`src/supervisor_pkg.sv`:
```
// Shared constants, types and timing counts for the supply supervisor and watchdog.
// Assumes a single 200 MHz clock and digital comparator indications from outside.
// How it works
// - Reset held low while supply below threshold.
// - In the dual-polarity variant the high reset output complements the low one.
// - Manual reset low starts a reset pulse.
// - Floating manual reset input counts as high.
// - Kick idle 1.6 s declares watchdog timeout.
// - Floating kick input disables the watchdog entirely.
// - Reset, floating kick or edges clear count.
// - Timeout output stays low until next clear.
// - Low supply forces watchdog output low immediately.
// - Power-fail output follows comparator against reference.
// - Dual-polarity variant has no watchdog function.
// - Supply dip restarts a running reset pulse.
// - Watchdog idle during reset, and its output high unless the supply is low.
`default_nettype none
package supervisor_pkg;

	// Clock and time base.
	localparam int CLK_FREQ_HZ     = 200_000_000;
	localparam int TIME_BASE_US    = 1000;
	localparam int TICK_CYCLES     = (CLK_FREQ_HZ / 1_000_000) * TIME_BASE_US;

	// Documented periods, in their own units, and their tick counts.
	localparam int RESET_PULSE_MS  = 200;
	localparam int WDOG_TIMEOUT_MS = 1600;
	localparam int PULSE_W         = 8;
	localparam int WDOG_W          = 11;
	localparam logic [PULSE_W-1:0] RESET_TICKS = PULSE_W'(RESET_PULSE_MS * 1000 / TIME_BASE_US);
	localparam logic [WDOG_W-1:0]  WDOG_TICKS  = WDOG_W'(WDOG_TIMEOUT_MS * 1000 / TIME_BASE_US);

	// Product variants: which reset polarity and whether a watchdog exists.
	typedef enum logic [1:0] {
		VAR_LOW  = 2'h0,
		VAR_HIGH = 2'h1,
		VAR_BOTH = 2'h2
	} variant_t;

	// Asynchronous inputs, carried together through the synchroniser.
	typedef struct packed {
		logic supplyLow;
		logic manualN;
		logic manualFloat;
		logic pfAbove;
		logic kick;
		logic kickFloat;
	} syncIn_t;

	// Synchroniser reset value: supply assumed low, manual reset idle high.
	localparam syncIn_t SYNC_INIT = '{supplyLow: 1'b1, manualN: 1'b1, manualFloat: 1'b0,
	                                  pfAbove: 1'b1, kick: 1'b0, kickFloat: 1'b0};

	// Complete state of the supervisor.
	typedef struct packed {
		logic [31:0]        tickCnt;
		logic               inReset;
		logic [PULSE_W-1:0] pulseCnt;
		logic [WDOG_W-1:0]  wdCnt;
		logic               wdExpired;
		logic               kickPrev;
		logic               rstOutN;
		logic               rstOut;
		logic               wdoN;
		logic               pfoN;
	} state_t;

endpackage
`default_nettype wire

```
`src/sync_two_flop.sv`:
```
// Two-flop synchroniser for a group of asynchronous levels.
// Assumes the caller reads only the second stage.
`timescale 1ns/1ps
`default_nettype none
module sync_two_flop #(
	parameter int           W    = 1,
	parameter logic [W-1:0] INIT = '0
) (
	// Clock and reset.
	input  wire logic         clk,
	input  wire logic         rstn,
	// Levels in and out.
	input  wire logic [W-1:0] d,
	output var  logic [W-1:0] q
);

	logic [1:0][W-1:0] stage_q;

	// The first stage feeds only the second.
	always_ff @(posedge clk or negedge rstn) begin
		if (!rstn) begin
			stage_q <= {INIT, INIT};
		end else begin
			stage_q <= {stage_q[0], d};
		end
	end

	assign q = stage_q[1];

endmodule // sync_two_flop
`default_nettype wire

```
`src/supply_supervisor_watchdog.sv`:
```
// Supply supervisor: stretched reset, watchdog timer and power-fail output.
// Assumes comparator results and pad float sensing arrive as asynchronous digital levels.
`timescale 1ns/1ps
`default_nettype none
module supply_supervisor_watchdog #(
	parameter supervisor_pkg::variant_t VARIANT     = supervisor_pkg::VAR_LOW,
	parameter int                       TICK_CYCLES = supervisor_pkg::TICK_CYCLES
) (
	// Clock and reset.
	input  wire logic clk,
	input  wire logic resetn,
	// Comparator indications and pins.
	input  wire logic supplyLow,
	input  wire logic manual_reset_n,
	input  wire logic manualResetFloat,
	input  wire logic power_fail_sense_in,
	input  wire logic watchdog_kick_in,
	input  wire logic watchdogKickFloat,
	// Outputs to the processor.
	output var  logic resetOutN,
	output var  logic resetOut,
	output var  logic watchdog_timeout_out_n,
	output var  logic power_fail_out_n
);
	import supervisor_pkg::*;

	localparam logic HAS_WDOG   = (VARIANT != VAR_BOTH);
	localparam logic HAS_LOW    = (VARIANT != VAR_HIGH);
	localparam logic HAS_HIGH   = (VARIANT != VAR_LOW);
	localparam logic [31:0] TICK_LAST = 32'(TICK_CYCLES - 1);

	logic [1:0] rstSync_q;
	logic       rstnInt;
	syncIn_t    rawIn;
	syncIn_t    syn;
	state_t     s_q;
	state_t     s_d;
	logic       tick;
	logic       manualActive;
	logic       holdReset;
	logic       kickEdge;
	logic       wdClear;

	// Reset is released through two flops; assertion stays asynchronous.
	always_ff @(posedge clk or negedge resetn) begin
		if (!resetn) begin
			rstSync_q <= 2'h0;
		end else begin
			rstSync_q <= {rstSync_q[0], 1'b1};
		end
	end
	assign rstnInt = rstSync_q[1];

	// All pin and comparator levels pass two flops before use.
	assign rawIn = '{supplyLow: supplyLow, manualN: manual_reset_n, manualFloat: manualResetFloat,
	                 pfAbove: power_fail_sense_in, kick: watchdog_kick_in, kickFloat: watchdogKickFloat};

	sync_two_flop #(
		.W    ($bits(syncIn_t)),
		.INIT (SYNC_INIT)
	) inSync (
		.clk  (clk),
		.rstn (rstnInt),
		.d    (rawIn),
		.q    (syn)
	);

	// Free-running time base tick and derived reset and watchdog causes.
	assign tick         = (s_q.tickCnt == TICK_LAST);
	assign manualActive = !syn.manualN && !syn.manualFloat;
	assign holdReset    = syn.supplyLow || manualActive;
	assign kickEdge     = (syn.kick != s_q.kickPrev);
	assign wdClear      = s_q.inReset || syn.kickFloat || kickEdge || !HAS_WDOG;

	// Next-state logic for the whole block.
	always_comb begin
		s_d          = s_q;
		s_d.kickPrev = syn.kick;
		s_d.tickCnt  = tick ? 32'h0000_0000 : s_q.tickCnt + 32'h0000_0001;

		// Reset pulse: restarted while a cause holds, then counts ticks.
		if (holdReset) begin
			s_d.inReset  = 1'b1;
			s_d.pulseCnt = '0;
		end else if (s_q.inReset && tick) begin
			if (s_q.pulseCnt == RESET_TICKS - PULSE_W'(1)) begin
				s_d.inReset = 1'b0;
			end else begin
				s_d.pulseCnt = s_q.pulseCnt + PULSE_W'(1);
			end
		end

		// Watchdog: cleared by any clear event, otherwise counts ticks.
		if (wdClear) begin
			s_d.wdCnt     = '0;
			s_d.wdExpired = 1'b0;
		end else if (tick && !s_q.wdExpired) begin
			if (s_q.wdCnt == WDOG_TICKS - WDOG_W'(1)) begin
				s_d.wdExpired = 1'b1;
			end else begin
				s_d.wdCnt = s_q.wdCnt + WDOG_W'(1);
			end
		end

		// Registered outputs.
		s_d.rstOutN = HAS_LOW ? !s_d.inReset : 1'b1;
		s_d.rstOut  = HAS_HIGH ? s_d.inReset : 1'b0;
		s_d.wdoN    = HAS_WDOG ? !(syn.supplyLow || s_d.wdExpired) : 1'b1;
		s_d.pfoN    = syn.pfAbove;
	end

	// State register.
	always_ff @(posedge clk or negedge rstnInt) begin
		if (!rstnInt) begin
			s_q           <= '0;
			s_q.inReset   <= 1'b1;
			s_q.rstOutN   <= !HAS_LOW;
			s_q.rstOut    <= HAS_HIGH;
			s_q.wdoN      <= 1'b1;
			s_q.pfoN      <= 1'b1;
		end else begin
			s_q <= s_d;
		end
	end

	assign resetOutN              = s_q.rstOutN;
	assign resetOut               = s_q.rstOut;
	assign watchdog_timeout_out_n = s_q.wdoN;
	assign power_fail_out_n       = s_q.pfoN;
endmodule // supply_supervisor_watchdog
`default_nettype wire

```
`config.mk`:
```
export PLATFORM = sky130hd
export DESIGN_NAME = supply_supervisor_watchdog
export DESIGN_NICKNAME = d
export VERILOG_FILES = /design/src/supervisor_pkg.sv /design/src/sync_two_flop.sv /design/src/supply_supervisor_watchdog.sv
export SDC_FILE = /design/constraint.sdc
export NUM_CORES = 1
export LEC_CHECK = 0
export BUFFER_PORTS_ARGS = -buffer_cell sky130_fd_sc_hd__buf_2
export CORE_MARGIN = 4
export CORE_UTILIZATION = 60
export DETAILED_ROUTE_END_ITERATION = 16
export PLACE_DENSITY = 0.84
export SYNTH_ARGS = -nofsm -noshare
export SYNTH_HDL_FRONTEND = slang
export SYNTH_HIERARCHICAL = 1
export SYNTH_SLANG_ARGS = --single-unit
```
`constraint.sdc`:
```
create_clock -name clk -period 6.4 [get_ports clk]
set_clock_uncertainty 0.2 [all_clocks]
set_input_delay 0.96 -clock clk [delete_from_list [all_inputs] [get_ports clk]]
set_output_delay 0.96 -clock clk [all_outputs]
set_load 0.01 [all_outputs]
```
==> results.cfg <==
[outcome]
status = finished, violations left
failed_checks = hold timing

[place]
dp_hpwl_um = 3860
gp_congestion = 0.837
port_buffers = 10
placed_area_sq_mm = 0.00329
dp_slack_ps = 3570

[clock_tree]
numCtsBuffers = 9
insertion_delay_ps = 340
clock-root-buffer = clkbuf_8
clk_pin_slew_ps = 80
post-cts-setup-buffers = 0
cts_tree = built
ctsResizeCount = 0
cts_max_level = 3
holdBufCountCts = 0
clk_path_buf_depth = 2
cts_sinks = 71

[critical_path]
start_kind = flip-flop
worstPathRequired_ps = 6430
cp.arrival_ps = 2910
cp-end-kind = flip-flop
crit_fanout = 12
worstSetupPathType = flip-flop to flip-flop

[grt]
use_met3 = 0.0432
grt_pass1_wl_um = 10200
grt_pass1_vias = 2238
busiest_layer = met2
antenna_found_initial = 0
grt_max_degree = 50
globalRouteMet2Util = 0.312
grt_use_met1 = 0.277
gr-total-overflow = 0
grt_use_total = 0.203

[routing]
drc = 0
wl_per_cell_um = 14.7
wl_um = 5630
dr.pass1.iters = 5
drt_iter0_markers = 145
vias = 2190
ant_nets = 0
avgViaCountPerCell = 5.72

[sta]
rsz0062_at_grt = false
relSlewSlack = 0.260
tns_ps = 0
whs_ps = -1.95
finalWorstSetupSlack_ps = 3520
hold_violations = 2
fmax_mhz = 348
fin_crit_ps = 2880
setup_violations = 0
worst_pin_slew_ps = 1100
drv_slew = 0
fin_crit_sh = 0.449

[synthesis]
syn-instance-count = 298
ys_seq_elements = 71
synth_flop_cell = dfrtp_1
synth_nets = 309
synth_area_sq_mm = 0.00321
async_flop_share = 1.00
synth_edf_count = 0
synth_cell_types = 46
yosysWarnings = 6
synth_area_per_cell_sq_um = 10.8
ys_seq_area_frac = 0.556

[floorplan]
rows = 26
die_area_sq_mm = 0.00659
die_w_um = 81.2
fp.coreArea_sq_mm = 0.00514
ioPinCount = 12
start_util = 0.625
die_h_um = 81.2

[power_and_ir_drop]
powerDensity_mw_per_mm2 = 256
vdd_drop_max_mv = 0.225
leakagePower_nw = 1.53

[layout]
most-common-layout-cells = dfrtp_1, nor2_1, nand2_1
finalNetCount = 319
n_fill_cell = 413
drive_above_1_share = 0.150
fin_area_sq_mm = 0.00353
final_common_cell = dfrtp_1
n_antenna_cell = 0
multi_input_area_sq_mm = 0.00132
seqCellArea_sq_mm = 0.00179
area_growth_pct = 9.85

[hold_path]
hp-class = flip-flop to async pin

[job]
max-cap-violations = 0
[power by group]
part           internal, mW  switching (mW)  total, mW
Combinational       0.00300         0.00905     0.0121
Clock                 0.260           0.173      0.433
Sequential            0.456         0.00411      0.460
[worst paths after layout]
check | startpoint | cells after the start | to | slack [ps]
worst max-delay path | s_q[45] | 5 | s_q[20] | 3520
worst min-delay path | rstSync_q[1] | 0 | inSync/q[3] | -2
worst max register to register | s_q[45] | 5 | s_q[20] | 3520
worst min register to register | rstSync_q[1] | 0 | inSync/q[3] | -2
max in group asynchronous | rstSync_q[1] | 1 | s_q[37] | 5030
min in group clk | inSync/stage_q[1] | 0 | inSync/q[1] | 160
[through the flow]
step                cells  total power [mW]  utilization
global route          383             0.935        0.687
finish                383             0.905        0.687
global placement      367             0.480        0.639
CTS                   383             0.912        0.687
detailed placement    367             0.482        0.639
floorplan             298             0.478            -
[synth_stat cells (all sizes together) (3+ instances only)]
master	instances	area, sq um
a21oi	10	53.8
or3	10	62.6
or4	3	30.0
buf	8	57.6
nand4	14	93.8
and3	9	56.3
xor2	14	123
dfrtp	62	1550
nor3	6	30.0
xnor2	19	166
o21ai	12	60.1
inv	9	33.8
nand2	21	78.8
nor4	11	90.1
mux2i	3	30.0
nor2	30	113
and4	4	35.0
ha	3	37.5
nand3	14	75.1
dfstp	9	236
clkbuf	4	16.3
[critical path, stage by stage, from the launching register on]
cell and delay (ps):
dfrtp_1 430, nor4_1 420, nand4_2 270, nor3_1 950
a311oi_1 220, a41o_1 270
[kinds of logic (layout without fill, tap and decap cells)]
family / count (synthesis) / in the layout / synth area share
AOI/OAI and AO/OA: 31 / 31 / 0.0603
xor gates and xnor gates: 33 / 33 / 0.0899
buffers and inverters: 21 / 36 / 0.0335
muxes: 4 / 4 / 0.0128
other: 2 / 2 / 0.00234
DFF: 71 / 71 / 0.556
and+or+nand+nor: 133 / 133 / 0.233
adders and majority gates: 3 / 3 / 0.0117
[sequential cells by signal (all words and copies together) (netlist names)]
register and count:
s_q 54, inSync/q 6, inSync/stage_q 6, rstSync_q 2, power_fail_out_n 1, resetOutN 1, watchdog_timeout_out_n 1
[cell type report]
| class | instances | area share |
|---|---|---|
| Sequential cell | 71 | 0.507 |
| Inverter | 9 | 0.00957 |
| Tap cell | 70 | 0.0248 |
| Multi-Input combinational cell | 206 | 0.373 |
| Clock inverter | 7 | 0.0340 |
| Timing Repair Buffer | 11 | 0.0163 |
| Clock buffer | 9 | 0.0351 |
[per-layer routing]
metal  up-vias  part of all wire
met5         -                 0
met2        40              0.48
li1       1075                 -
met1      1066              0.48
met4         0             0.014
met3         9             0.032
(Power assumes the default switching activity.)
